==> config.mk <==
export PLATFORM = sky130hd
export DESIGN_NAME = vasd_decoder
export DESIGN_NICKNAME = d
export VERILOG_FILES = /design/src/rtl/vasd_pkg.sv /design/src/rtl/vasd_decoder.sv
export VERILOG_INCLUDE_DIRS = /design/src /design/src/rtl
export SDC_FILE = /design/constraint.sdc
export NUM_CORES = 1
export LEC_CHECK = 0
export ABC_CLOCK_PERIOD_IN_PS = 4000
export CORE_AREA = 2 2 140 142
export CTS_CLUSTER_SIZE = 16
export DETAILED_ROUTE_END_ITERATION = 10
export DIE_AREA = 0 0 142 144
export DONT_BUFFER_PORTS = 1
export PLACE_DENSITY = 0.63
export REMOVE_ABC_BUFFERS = 1
export SYNTH_ARGS = -nofsm -noshare
export SYNTH_HDL_FRONTEND = slang
export SYNTH_SLANG_ARGS = --single-unit
==> constraint.sdc <==
create_clock -name core_clk_in -period 4 [get_ports core_clk_in]
set_input_delay 0 -clock core_clk_in [delete_from_list [all_inputs] [get_ports core_clk_in]]
set_output_delay 0 -clock core_clk_in [all_outputs]
set_load 0.01 [all_outputs]
==> src/rtl/vasd_params.svh <==
`ifndef VASD_PARAMS_SVH
`define VASD_PARAMS_SVH

// Address and field widths
`define VASD_VA_W 64
`define VASD_VPN_W 28
`define VASD_OFS_W 16
`define VASD_PA_W 40

// 32-bit mode field positions
`define VASD_A32_SIGN 31
`define VASD_A32_KMAP 30
`define VASD_A32_UNC 29
`define VASD_A32_PAGE_SHIFT 12

// 64-bit mode field positions
`define VASD_A64_SEG_HI 63
`define VASD_A64_SEG_LO 62
`define VASD_A64_RSV_HI 61
`define VASD_A64_RSV_LO 40
`define VASD_A64_PHYS_RSV_HI 57
`define VASD_A64_ALG_HI 61
`define VASD_A64_ALG_LO 59
`define VASD_A64_PAGE_SHIFT 14
`define VASD_A64_PAGE_KB 16
`define VASD_A64_USER_TB 16

// Segment selector and cache algorithm codes
`define VASD_SEL64_USER 2'b00
`define VASD_SEL64_PHYS 2'b10
`define VASD_SEL64_KMAP 2'b11
`define VASD_ALG_UNCACHED 3'b010
`define VASD_ALG_UNC_ACCEL 3'b111

// Default exception entry (low 32 bits)
`define VASD_EXC_ENTRY_DEFAULT 32'h8000_0000

`endif

==> src/rtl/vasd_pkg.sv <==
`default_nettype none

package vasd_pkg;

   // Segment that an address falls in
   typedef enum logic [2:0] {
      VASD_SEG_NONE,
      VASD_SEG_USER,
      VASD_SEG_KERNEL_MAPPED,
      VASD_SEG_CACHED_UNMAPPED,
      VASD_SEG_UNCACHED_UNMAPPED,
      VASD_SEG_PHYS_WINDOW
   } vasd_seg_e;

   // Why an access was refused
   typedef enum logic [1:0] {
      VASD_CAUSE_NONE,
      VASD_CAUSE_PRIVILEGE,
      VASD_CAUSE_UNDEFINED,
      VASD_CAUSE_RESERVED_BITS
   } vasd_cause_e;

   typedef enum logic [1:0] {
      VASD_KIND_FETCH,
      VASD_KIND_LOAD,
      VASD_KIND_STORE
   } vasd_kind_e;

   typedef struct packed {
      logic valid;
      logic [63:0] vaddr;
      logic mode64;
      logic user_mode;
      logic addr32_op;
      vasd_kind_e kind;
   } vasd_req_s;

   typedef struct packed {
      logic valid;
      vasd_kind_e kind;
      vasd_seg_e segment;
      logic mapped;
      logic cached;
      logic fault;
      vasd_cause_e cause;
      logic [63:0] eff_addr;
      logic [27:0] virtual_page_number;
      logic [15:0] page_offset;
      logic [39:0] paddr;
   } vasd_resp_s;

   typedef struct packed {
      vasd_resp_s resp;
      logic [63:0] bad_vaddr;
      logic [63:0] exc_vector;
   } vasd_state_s;

endpackage

`default_nettype wire

==> src/rtl/vasd_decoder.sv <==
`include "vasd_params.svh"

`default_nettype none

module vasd_decoder #(
   parameter int PAGE_SHIFT_64 = `VASD_A64_PAGE_SHIFT,
   parameter logic [31:0] EXC_ENTRY = `VASD_EXC_ENTRY_DEFAULT
) (
   input wire logic core_clk_in,
   input wire logic rst_in,
   input wire vasd_pkg::vasd_req_s req_in,
   output var vasd_pkg::vasd_resp_s resp_out,
   output var logic [63:0] bad_vaddr_out,
   output var logic [63:0] exc_vector_out
);
   import vasd_pkg::*;

   // Page field is 28 bits; a shift below 12 leaves page bits beyond it
   if (PAGE_SHIFT_64 < 12)
   begin
      $error("vasd_decoder: PAGE_SHIFT_64 below 12 overflows the page");
   end

   // Offset field is 16 bits; a shift above 16 would truncate offsets
   if (PAGE_SHIFT_64 > 16)
   begin
      $error("vasd_decoder: PAGE_SHIFT_64 above 16 overflows the offset");
   end

   // Handler entry must sit in the cached unmapped segment (top bits 100)
   if (EXC_ENTRY[31:29] != 3'b100)
   begin
      $error("vasd_decoder: EXC_ENTRY outside cached segment");
   end

   // Handler entry as a 64-bit kernel address, sign-extended
   localparam logic [63:0] EXC_VECTOR64 = {{32{EXC_ENTRY[31]}}, EXC_ENTRY};

   // All registered state of the block
   vasd_state_s state;
   vasd_state_s next_state;

   // Page offset mask for 64-bit pages; 17 bits so shift 16 fits
   logic [16:0] ofs_mask64;
   assign ofs_mask64 = (17'h1 << PAGE_SHIFT_64) - 17'h1;

   // Working values of the decode
   logic [63:0] ea;
   logic [39:0] shifted64;
   logic rsv64_clear;
   logic phys_rsv_clear;
   logic [2:0] cache_alg;
   logic alg_uncached;

   // Effective address formation; done once so that every branch
   // below decodes the same view of the address
   always_comb
   begin
      if (req_in.mode64 && req_in.addr32_op)
      begin
         // 32-bit operand fills the top half from its sign bit
         ea = {{32{req_in.vaddr[31]}}, req_in.vaddr[31:0]};
      end
      else if (!req_in.mode64)
      begin
         // Upper half is ignored in 32-bit mode
         ea = {32'h0, req_in.vaddr[31:0]};
      end
      else
      begin
         ea = req_in.vaddr;
      end
   end

   // Field extraction shared by the 64-bit branches
   assign shifted64 = ea[39:0] >> PAGE_SHIFT_64;
   assign rsv64_clear =
      (ea[`VASD_A64_RSV_HI:`VASD_A64_RSV_LO] == 22'h0);
   assign phys_rsv_clear =
      (ea[`VASD_A64_PHYS_RSV_HI:`VASD_A64_RSV_LO] == 18'h0);
   assign cache_alg = ea[`VASD_A64_ALG_HI:`VASD_A64_ALG_LO];

   // Both uncached algorithms skip the cache; every other code caches
   assign alg_uncached = (cache_alg == `VASD_ALG_UNCACHED) ||
      (cache_alg == `VASD_ALG_UNC_ACCEL);

   // Decode of one request into the next answer
   always_comb
   begin
      next_state = state;
      // Defaults give a clean answer: no segment, no fault, no fields
      next_state.exc_vector = EXC_VECTOR64;
      next_state.resp.valid = req_in.valid;
      next_state.resp.kind = req_in.kind;
      next_state.resp.eff_addr = ea;
      next_state.resp.segment = VASD_SEG_NONE;
      next_state.resp.mapped = 1'b0;
      next_state.resp.cached = 1'b0;
      next_state.resp.fault = 1'b0;
      next_state.resp.cause = VASD_CAUSE_NONE;
      next_state.resp.virtual_page_number = 28'h0;
      next_state.resp.page_offset = 16'h0;
      next_state.resp.paddr = 40'h0;

      if (!req_in.mode64)
      begin
         // 32-bit mode: offset is the low 12 bits except on a privilege fault
         next_state.resp.page_offset = {4'h0, ea[11:0]};
         if (!ea[`VASD_A32_SIGN])
         begin
            // User segment: no unmapped path exists
            next_state.resp.segment = VASD_SEG_USER;
            next_state.resp.mapped = 1'b1;
            next_state.resp.cached = 1'b1;
            next_state.resp.virtual_page_number =
               {9'h0, ea[30:`VASD_A32_PAGE_SHIFT]};
         end
         else if (req_in.user_mode)
         begin
            // Kernel half touched from user mode
            next_state.resp.fault = 1'b1;
            next_state.resp.cause = VASD_CAUSE_PRIVILEGE;
            next_state.resp.page_offset = 16'h0;
         end
         else if (ea[`VASD_A32_KMAP])
         begin
            // Kernel mapped: 18-bit page, kernel mode only
            next_state.resp.segment = VASD_SEG_KERNEL_MAPPED;
            next_state.resp.mapped = 1'b1;
            next_state.resp.cached = 1'b1;
            next_state.resp.virtual_page_number =
               {10'h0, ea[29:`VASD_A32_PAGE_SHIFT]};
         end
         else if (!ea[`VASD_A32_UNC])
         begin
            // Physical address used only when the cache misses
            next_state.resp.segment = VASD_SEG_CACHED_UNMAPPED;
            next_state.resp.cached = 1'b1;
            next_state.resp.paddr = {11'h0, ea[28:0]};
         end
         else
         begin
            // Device registers must never be cached
            next_state.resp.segment = VASD_SEG_UNCACHED_UNMAPPED;
            next_state.resp.paddr = {11'h0, ea[28:0]};
         end
      end
      else
      begin
         case (ea[`VASD_A64_SEG_HI:`VASD_A64_SEG_LO])
            // 00: user process space, any mode
            `VASD_SEL64_USER:
            begin
               // Clear 61:40 keeps the address inside the low 1 TB (bits 39:0);
               // this is what limits users to the first 1 TB of the space
               if (!rsv64_clear)
               begin
                  next_state.resp.fault = 1'b1;
                  next_state.resp.cause = VASD_CAUSE_RESERVED_BITS;
               end
               else
               begin
                  next_state.resp.segment = VASD_SEG_USER;
                  next_state.resp.mapped = 1'b1;
                  next_state.resp.cached = 1'b1;
                  next_state.resp.virtual_page_number =
                     shifted64[27:0];
                  next_state.resp.page_offset =
                     ea[15:0] & ofs_mask64[15:0];
               end
            end

            // 11: kernel virtual space, mapped and cached
            `VASD_SEL64_KMAP:
            begin
               // Privilege is judged before the middle bits
               if (req_in.user_mode)
               begin
                  next_state.resp.fault = 1'b1;
                  next_state.resp.cause = VASD_CAUSE_PRIVILEGE;
               end
               else if (!rsv64_clear)
               begin
                  // Also catches sign-extended 32-bit kernel addresses
                  next_state.resp.fault = 1'b1;
                  next_state.resp.cause = VASD_CAUSE_RESERVED_BITS;
               end
               else
               begin
                  // Same page split as the user segment
                  next_state.resp.segment = VASD_SEG_KERNEL_MAPPED;
                  next_state.resp.mapped = 1'b1;
                  next_state.resp.cached = 1'b1;
                  next_state.resp.virtual_page_number =
                     shifted64[27:0];
                  next_state.resp.page_offset =
                     ea[15:0] & ofs_mask64[15:0];
               end
            end

            // 10: physical window, kernel only and never translated
            `VASD_SEL64_PHYS:
            begin
               // No user access to the window, whatever the algorithm
               if (req_in.user_mode)
               begin
                  next_state.resp.fault = 1'b1;
                  next_state.resp.cause = VASD_CAUSE_PRIVILEGE;
               end
               else if (!phys_rsv_clear)
               begin
                  next_state.resp.fault = 1'b1;
                  next_state.resp.cause = VASD_CAUSE_RESERVED_BITS;
               end
               else
               begin
                  // Qualifier bit 58 is ignored and not passed on; bit 57 must be clear
                  next_state.resp.segment = VASD_SEG_PHYS_WINDOW;
                  next_state.resp.cached = !alg_uncached;
                  next_state.resp.paddr = ea[39:0];
               end
            end

            // 01: supervisor space, left undefined
            default:
            begin
               // Supervisor space is unused here, so it is undefined
               next_state.resp.fault = 1'b1;
               next_state.resp.cause = VASD_CAUSE_UNDEFINED;
            end
         endcase
      end

      // Refused accesses never reach translation or the bus; cleared
      // here as well so that no branch can leak a field with a fault
      if (next_state.resp.fault)
      begin
         next_state.resp.segment = VASD_SEG_NONE;
         next_state.resp.mapped = 1'b0;
         next_state.resp.cached = 1'b0;
         next_state.resp.virtual_page_number = 28'h0;
         next_state.resp.page_offset = 16'h0;
         next_state.resp.paddr = 40'h0;
      end

      // Idle cycles carry no answer; the other fields stay decoded,
      // which costs nothing and shows where an idle address points
      if (!req_in.valid)
      begin
         next_state.resp.fault = 1'b0;
         next_state.resp.cause = VASD_CAUSE_NONE;
      end

      // Faulting address held for the exception handler
      // Only the latest fault is kept; a later one overwrites it
      if (req_in.valid && next_state.resp.fault)
      begin
         next_state.bad_vaddr = ea;
      end
   end

   // State register; synchronous reset to a clean idle answer
   // The vector reloads too, as it is only ever a constant
   always_ff @(posedge core_clk_in)
   begin
      if (rst_in)
      begin
         state.resp <= '0;
         state.bad_vaddr <= 64'h0;
         state.exc_vector <= EXC_VECTOR64;
      end
      else
      begin
         state <= next_state;
      end
   end

   // Outputs come straight from the state flops
   // so every consumer sees a full clock of settled timing
   assign resp_out = state.resp;
   assign bad_vaddr_out = state.bad_vaddr;
   assign exc_vector_out = state.exc_vector;

endmodule

`default_nettype wire

; ---- After elaboration in Yosys (flattened, before gate mapping)
; Index checks and enable logic that the tools add are counted.
[op_classes]
n_reduce_logical = 9
magnitude_cmp = 0
n_eq_ne = 4
bitwise_logic = 1
n_addsub = 0
shifts = 0
multipliers = 0
n_mux = 42
n_div = 0
[ops]
columns = cell, n
row1 = 64-bit two-way mux, 2
row2 = 40-bit two-way mux, 3
row3 = 44-bit case mux with 2 select lines, 1
row4 = 84-bit two-way mux, 1
row5 = 29-bit two-way mux, 2
row6 = 52-bit two-way mux, 1
row7 = 44-bit two-way mux, 1
row8 = 42-bit two-way mux, 1
row9 = 18-bit two-way mux, 2
row10 = 3-bit two-way mux, 12
row11 = 22-bit zero test, 1
row12 = 19-bit two-way mux, 1
row13 = 18-bit zero test, 1
row14 = 3-bit case mux with 3 select lines, 2
row15 = 12-bit two-way mux, 1
row16 = 5-bit two-way mux, 2
row17 = 4-bit two-way mux, 2
row18 = 8-bit two-way mux, 1
row19 = 1-bit two-way mux, 5
row20 = "2-bit == test, second input constant", 2
row21 = 2-bit OR reduction, 2
row22 = "3-bit by 2-bit == test with 1-bit output, second input constant", 1
row23 = "3-bit == test, second input constant", 1
row24 = 1-bit case mux with 3 select lines, 1
row25 = other kinds (6), 7
[word_totals]
elab_cells = 69
memories = 0
reg_bits = 287
input_bits = 72
mem_bits_rw = 0
latchBits = 0
mem_bits_ro = 0

; ---- Depth between registers and ports, before layout
; Gate-level depths: netlist of the first run.
[depth]
depth_word = 11
mapped_depth = 14
depth_no_buf = 9

; ---- Worst setup path after synthesis of the first run
; No wires, ideal clock.
[synth_timing]
path_kind = input to register
start = input port req_in[4] in the netlist's numbering
end = register state, in the netlist bad_vaddr_out[13]
required_ns = 3.941
t_arrival_ns = 2.756
stages = 12
setup_slack_ns = 1.185
cell_sequence = buf_4 nor2b_1 clkbuf_1 clkbuf_1 a21oi_1 inv_1 ha_1 or4_4 a211o_1 a31oi_4 buf_6 a22o_1
[synth_via]
word_cells_on_any_way = 17
classes_between = eq/ne (2) / mux (10) / reduce/logical (5)
[synth_lines]
columns = item, line
row1 = start: declaration, vasd_decoder.sv:11  ; input wire vasd_pkg::vasd_req_s req_in,
row2 = 64-bit two-way mux / 1-bit logical AND (equally long branches), "vasd_decoder.sv:64, vasd_decoder.sv:59"
row3 = 64-bit two-way mux *, vasd_decoder.sv:59  ; if (req_in.mode64 && req_in.addr32_op)
row4 = net ea[62], vasd_decoder.sv:48  ; logic [63:0] ea;
row5 = 2-bit == test / 2-bit zero test (equally long branches), vasd_decoder.sv:150  ; case (ea[`VASD_A64_SEG_HI:`VASD_A64_SEG_LO])
row6 = 3-bit case mux with 3 select lines *, vasd_decoder.sv:150
row7 = 8-bit two-way mux *, vasd_decoder.sv:105  ; if (!req_in.mode64)
row8 = 3-bit two-way mux *, vasd_decoder.sv:248  ; if (!req_in.valid)
row9 = 1-bit logical AND *, vasd_decoder.sv:256  ; if (req_in.valid && next_state.resp.fault)
row10 = end signal: assignment, vasd_decoder.sv:274  ; state <= next_state;
row11 = end: declaration, vasd_decoder.sv:40  ; vasd_state_s state;
; Mark *: on every way through the listed nets, which the timed path passes. The rest lies on a longest branch.
; A chain may end at the register's enable or synchronous reset.

; ---- Worst setup path in the final report of the first run
[layout_timing]
start = input port req_in[4] in the netlist's numbering
end = register state, in the netlist resp_out[26]
[layout_via]
elab_chain_len = 8
word_cells_on_any_way = 23
classes_between = eq/ne (2) / mux (16) / reduce/logical (5)
[layout_rtl]
columns = item, line
row1 = 64-bit two-way mux / 1-bit logical AND (equally long branches), "vasd_decoder.sv:64, vasd_decoder.sv:59"
row2 = 64-bit two-way mux, vasd_decoder.sv:59
row3 = 22-bit zero test / 18-bit zero test (equally long branches), "vasd_decoder.sv:78, vasd_decoder.sv:80"
row4 = "3-bit two-way mux, on equally long branches", "vasd_decoder.sv:156, vasd_decoder.sv:182, vasd_decoder.sv:210"
row5 = "3-bit two-way mux, on equally long branches", "vasd_decoder.sv:177, vasd_decoder.sv:205"
row6 = 3-bit case mux with 3 select lines, vasd_decoder.sv:150
row7 = 8-bit two-way mux, vasd_decoder.sv:105
row8 = 2-bit OR reduction (no source line), --
; Parallel ways exist; a longest one is shown, timed or not.

==> results.py, run 1 <==
metrics = {
    "synthesis": {
        "synthCells": 723,
        "synth_edf_count": 0,
        "synth_warnings": 0,
        "ys.flop_type": "dfxtp_1",
        "synth-adder-area-share_pct": 0.673,
        "synth.area.mux_share_pct": 0,
        "synth_area_per_cell_sq_um": 10.3,
        "ys_ff_latch": 219,
        "synthesis.area_sq_mm": 0.00743,
        "synth_compound_area_share_pct": 14.5,
        "synth_cell_type_count": 42,
        "ys_async_sr_fraction_pct": 0,
        "synth-simple-area-share_pct": 14.1,
        "yosysSeqAreaShare_pct": 59.0,
        "synth-xor-area-share_pct": 0.118,
        "synth_top_family_by_area": "compound AO/OA/AOI/OAI gates",
    },
    "clocking": {
        "worstSkewPairLatency_ns": 0.49,
        "cts.repair.resized": 0,
        "cts_tree": "done",
        "clockRootBuffer": "clkbuf_16",
        "cts_max_level": 1,
        "post_cts_buffers": 0,
        "hold_buffers": 102,
        "cts_sinks": 219,
        "clk_pin_slew_ns": 0.06,
        "cts_buffers": 22,
        "cts_buffer_depth": 3,
    },
    "run_status": {
        "status": "completed",
    },
    "sta": {
        "whs_ns": 0.00928,
        "setup-violations-final": 0,
        "rsz0062_at_grt": "no",
        "worst_pin_slew_ns": 1.11,
        "report.final.slew_viol_count": 0,
        "period_minus_slack_ns": 3.71,
        "hold_viol": 0,
        "fin_ws_ns": 0.293,
        "period_share_pct": 92.7,
        "fin_skew_ns": 0,
        "tns_ns": 0,
        "slew_headroom_pct": 25.5,
        "fmax_mhz": 270,
    },
    "critical_path": {
        "critPathSlowestCell": "dlygate4sd3_1",
        "critical_path_class": "in -> reg",
        "reg2reg_to": "bad_vaddr_out[42]$_SDFFE_PP0P_",
        "cp_max_fo": 24,
        "reg2reg_depth": 1,
        "arrival_ns": 4.08,
        "critPathCaptureType": "register",
        "cp-startpoint": "req_in[4]",
        "critPathRequiredTime_ns": 4.37,
        "worstReg2RegStart": "bad_vaddr_out[42]$_SDFFE_PP0P_",
        "cp_cell_sequence": "dlygate4sd3_1, inv_1, a211oi_1, nor2_2, nand3_1, buf_4, nor3b_1, dlygate4sd3_1",
        "critical_path.most_common_cell": "dlygate4sd3_1",
        "r2r_slack_ns": 3.31,
        "start_kind": "input port",
        "worst_path_largest_cell_delay_ns": 1.28,
    },
    "die": {
        "initial_utilization_pct": 39.0,
        "die_area_sq_mm": 0.0204,
        "num_rows": 51,
        "io_pins": 359,
        "fp.dieH_um": 144,
        "core_sq_mm": 0.0191,
        "die_w_um": 142,
    },
    "routing": {
        "routed_wl_um": 21100,
        "dr.pass1.iters": 4,
        "drt_iter0_drc": 177,
        "met1Wirelength_um": 8120,
        "wl_met2_um": 10600,
        "wl_met3_um": 1700,
        "vias": 5437,
        "drc": 0,
        "drt-vias-per-instance": 5.12,
        "top_layer": "met5",
        "drtAntennaViolNets": 0,
        "wire_per_inst_um": 19.9,
    },
    "power": {
        "power_mw": 4.67,
        "p_per_area_mw_per_mm2": 518,
        "power_leakage_nw": 3.76,
        "vdd_drop_max_mv": 0.260,
    },
    "placement": {
        "gp_congestion": 0.781,
        "dpl.hpwl_um": 13500,
        "io_buffer_count": 0,
        "dp_slack_ns": 0.849,
    },
    "finish": {
        "fillers": 1732,
        "nets": 884,
        "final_layout_size_suffix_gt1_share_pct": 5.96,
        "area_growth_pct": 21.3,
    },
    "global_route": {
        "grt_max_degree": 88,
        "antenna_found_initial": 2,
        "grt_overflow": 0,
        "grt_pass1_vias": 5207,
        "grt.total_usage_pct": 19.4,
        "grt_pass1_wl_um": 30700,
    },
    "min_path": {
        "hold_end": "resp_out[77]$_SDFF_PP0_",
        "min_path_type": "in -> reg",
        "hold_depth": 2,
        "hp-start": "req_in[4]",
    },
    "flow_run": {
        "maxCapViolations": 0,
    },
}
final cells by class:
type	count	area (sq um)	share of cell area, %
tap	238	298	3.30
timing repair buffer	111	1110	12.3
clock buffer	31	626	6.94
inverter	27	101	1.12
antenna	1	2.50	0.0278
multi-input combinational	427	2460	27.3
clock inverter	7	42.5	0.472
sequential	219	4380	48.6
cells in the final DEF, fill, tap and decap left out, types with 10 or more instances in the layout:
master / instances
inv_1: 27
nand2b_1: 17
nor2b_1: 23
a21o_1: 10
a21oi_1: 48
nor3b_1: 15
conb_1: 68
a22o_1: 65
clkbuf_16: 23
nor2_1: 78
nand2_1: 28
dlygate4sd3_1: 101
nand4_1: 20
dfxtp_1: 219
metrics by stage:
step           cell area (sq um)  utilization (%)  instances
6_report                    9020             47.3       1061
5_1_grt                     9020             47.3       1061
4_1_cts                     9010             47.2       1060
3_5_place_dp                7310             38.3        920
3_3_place_gp                7310             38.3        920
2_1_floorplan               6930                -        673
worst max-delay path: cells and delay by family:
kind	cells	cell delay, ns
buffers and inverters	4	2.52
AO/OA/AOI/OAI	1	0.81
AND/OR/NAND/NOR	3	0.74
Yosys cell counts, types with 2 or more instances:
cell | instances | share of area (%)
buf_4 | 71 | 7.2
nor2b_1 | 24 | 2.0
nand4_1 | 20 | 1.7
conb_1 | 2 | 0.10
nor3b_1 | 15 | 1.5
o21ai_0 | 2 | 0.13
clkbuf_1 | 31 | 1.6
buf_2 | 5 | 0.34
a211oi_1 | 3 | 0.30
a211o_1 | 2 | 0.24
nor4_1 | 7 | 0.59
o31ai_1 | 2 | 0.20
or3_1 | 2 | 0.17
nand2_1 | 28 | 1.4
a31oi_1 | 2 | 0.17
nand2b_1 | 17 | 1.4
nor3_1 | 7 | 0.47
nand3_1 | 4 | 0.27
a21o_1 | 10 | 1.0
inv_1 | 27 | 1.4
dfxtp_1 | 219 | 59
a22o_1 | 65 | 7.7
ha_1 | 4 | 0.67
buf_6 | 6 | 0.91
nor2_1 | 80 | 4.0
buf_1 | 3 | 0.15
a32oi_1 | 2 | 0.24
a21oi_1 | 49 | 3.3
cell families (layout without fill, tap and decap cells):
kind of cell	count (synthesis)	count (layout)
xor+xnor	1	1
simple gates	208	208
flops	219	219
buf+inv	143	176
compound gates	146	146
fa+ha+maj	4	4
other cells	2	69
flip-flops by register name, indices dropped and copies added (netlist names):
name and cells:
resp_out 155, bad_vaddr_out 64
how the worst max path moves through the flow:
stage,to,cells past startpoint,slack [ns]
after floorplan,bad_vaddr_out[0]$_SDFFE_PP0P_,9,-0.71
after global placement,resp_out[22]$_SDFF_PP0_,10,0.97
after detailed placement,bad_vaddr_out[5]$_SDFFE_PP0P_,9,0.85
after CTS,resp_out[22]$_SDFF_PP0_,8,0.40
after global routing,resp_out[71]$_SDFF_PP0_,7,0.17
final,resp_out[26]$_SDFF_PP0_,8,0.29
where the power goes:
| group | internal (mW) | switching (mW) | total [mW] |
|---|---|---|---|
| logic | 0.150 | 0.245 | 0.395 |
| clock network | 1.09 | 0.817 | 1.91 |
| registers | 2.27 | 0.0953 | 2.37 |
metal layers:
metal  GRT usage [%]  vias up
met5               0        -
met4            7.47        2
met3            5.46       41
met2            34.6      275
met1            21.9     2629
li1                -     2490
Note: power is estimated with default switching activity, not from simulation.
==> inputs of run 2 (changes only) <==
--- a/config.mk
+++ b/config.mk
@@ -12,7 +12,7 @@
 export DETAILED_ROUTE_END_ITERATION = 10
 export DIE_AREA = 0 0 142 144
 export DONT_BUFFER_PORTS = 1
-export PLACE_DENSITY = 0.63
+export PLACE_DENSITY = 0.57
 export REMOVE_ABC_BUFFERS = 1
 export SYNTH_ARGS = -nofsm -noshare
 export SYNTH_HDL_FRONTEND = slang
==> run 2 against run 1 <==
Effect of this change: clock power barely moved; total power increased by 0.77%; design area is 1.1% lower; die area stayed put; sequential share of layout area grew 0.52 points; non-clock buffer count decreased by 12; flip-flop and latch count is the same; worst setup slack gained 0.40 ns; first-iteration DRC count up 64%; sequential power is essentially flat; critical path type unchanged; highest routed layer is now met4.
==> results.py, run 2 (synthesis results as in run 1) <==
metrics = {
    "critical_path": {
        "critPathBufInv": 5,
        "critPathSlowestCell": "dlygate4sd3_1",
        "cp_max_fo": 29,
        "cp_cell_sequence": "dlygate4sd3_1, inv_1, a211oi_1, nor2_2, buf_4, nand3_1, buf_4, nor3b_1, dlygate4sd3_1",
        "critical_path_class": "in -> reg",
        "cp-startpoint": "req_in[4]",
        "worstReg2RegStart": "bad_vaddr_out[20]$_SDFFE_PP0P_",
        "critPathTopFamily": "buffers and inverters",
        "critPathRequiredTime_ns": 4.38,
        "worst_path_largest_cell_delay_ns": 1.36,
        "critPathCaptureType": "register",
        "start_kind": "input port",
        "arrival_ns": 3.69,
    },
    "power": {
        "p_per_area_mw_per_mm2": 527,
        "power_mw": 4.71,
        "vdd_drop_max_mv": 0.254,
        "power_leakage_nw": 3.68,
    },
    "routing": {
        "drt-vias-per-instance": 5.24,
        "vias": 5499,
        "drtAntennaViolNets": 0,
        "routed_wl_um": 21200,
        "drt_iter0_drc": 290,
        "wire_per_inst_um": 20.2,
        "drc": 0,
        "dr.pass1.iters": 5,
    },
    "finish": {
        "largest_reg_flops": 155,
        "layout_common_cells": "dfxtp_1 (219), dlygate4sd3_1 (91), nor2_1 (78)",
        "layout_commonest_cell": "dfxtp_1",
        "utilization_pct": 46.8,
        "nets": 872,
        "final_layout_size_suffix_gt1_share_pct": 5.55,
        "diodes": 0,
        "area_growth_pct": 20.1,
        "regArea_sq_mm": 0.00438,
        "fillers": 1757,
        "multi_input_area_sq_mm": 0.00246,
        "fin_cells": 1049,
        "fin_area_sq_mm": 0.00892,
    },
    "clocking": {
        "post_cts_buffers": 0,
        "clk_pin_slew_ns": 0.06,
        "cts_tree": "done",
        "cts_buffers": 22,
        "cts_sinks": 219,
        "worstSkewPairLatency_ns": 0.50,
        "cts_buffer_depth": 3,
        "cts_max_level": 1,
        "clockRootBuffer": "clkbuf_16",
    },
    "die": {
        "core_sq_mm": 0.0191,
        "num_rows": 51,
        "io_pins": 359,
        "die_area_sq_mm": 0.0204,
        "die_w_um": 142,
        "initial_utilization_pct": 39.0,
        "fp.dieH_um": 144,
    },
    "placement": {
        "place_area_sq_mm": 0.00731,
        "gp_congestion": 0.835,
        "placed_cells_incl_taps": 918,
        "dpl.hpwl_um": 13600,
        "dp_slack_ns": 0.824,
        "io_buffer_count": 0,
    },
    "global_route": {
        "grt.total_usage_pct": 19.2,
        "grtUsageMet3_pct": 4.47,
        "grt_busiest_layer": "met2",
        "grt_pass1_vias": 5318,
        "grt_overflow": 0,
        "grt.met1_usage_pct": 21.7,
        "grt_pass1_wl_um": 30600,
        "grtUsageMet2_pct": 34.2,
        "grt_max_degree": 89,
        "antenna_found_initial": 0,
    },
    "sta": {
        "rsz0062_at_grt": "no",
        "report.final.slew_viol_count": 0,
        "period_minus_slack_ns": 3.31,
        "fmax_mhz": 303,
        "slew_headroom_pct": 17.8,
        "hold_viol": 0,
        "period_share_pct": 82.6,
        "worst_pin_slew_ns": 1.23,
        "fin_skew_ns": 0,
        "setup-violations-final": 0,
        "fin_ws_ns": 0.695,
        "tns_ns": 0,
        "whs_ns": 0.0355,
    },
    "min_path": {
        "hp-start": "req_in[66]",
        "min_path_type": "in -> reg",
    },
    "flow_run": {
        "maxCapViolations": 0,
    },
    "run_status": {
        "status": "completed",
    },
}
==> run 2: cell types whose count changed in the layout (fill, tap and decap cells not counted), moves of 2 or more <==
cell,previous run,this run
clkbuf_1,6,9
clkinvlp_4,0,2
clkinv_2,5,3
clkbuf_8,2,0
dlygate4sd3_1,101,91
buf_4,9,6
==> run 2: where the power goes <==
group / switching (mW) / internal [mW] / total, mW
Combinational: 0.247 / 0.151 / 0.398
Clock: 0.816 / 1.13 / 1.94
Sequential: 0.0963 / 2.27 / 2.37
Total: 1.16 / 3.55 / 4.71
==> run 2: layer usage <==
metal / vias to the layer above / part of all wire, %
met1: 2592 / 37
met2: 385 / 51
met4: 0 / 3.8
met5: - / 0
met3: 64 / 8.9
li1: 2458 / -
==> run 2: what timing repair did <==
action | 4_1_cts | 5_1_grt
hold buffers | 92 | 0
gates resized for setup | 0 | 0
hold endpoints to repair | 219 | 0
==> run 2: cell type report <==
class / instances / share of cell area (%)
well taps: 238 / 3.34
clock buffers: 32 / 6.83
inverters: 27 / 1.14
repair buffers: 99 / 11.2
clock inverters: 7 / 0.771
multi-input cells: 427 / 27.5
flip-flops and latches: 219 / 49.1
==> run 2: worst paths after layout <==
| path | endpoint | cells after the start | slack (ns) |
|---|---|---|---|
| worst max register to register | bad_vaddr_out[20]$_SDFFE_PP0P_ | 1 | 3.30 |
| worst min register to register | bad_vaddr_out[6]$_SDFFE_PP0P_ | 1 | 0.56 |
| worst min-delay path | resp_out[154]$_SDFF_PP0_ | 4 | 0.04 |
| worst max-delay path | resp_out[25]$_SDFF_PP0_ | 9 | 0.69 |
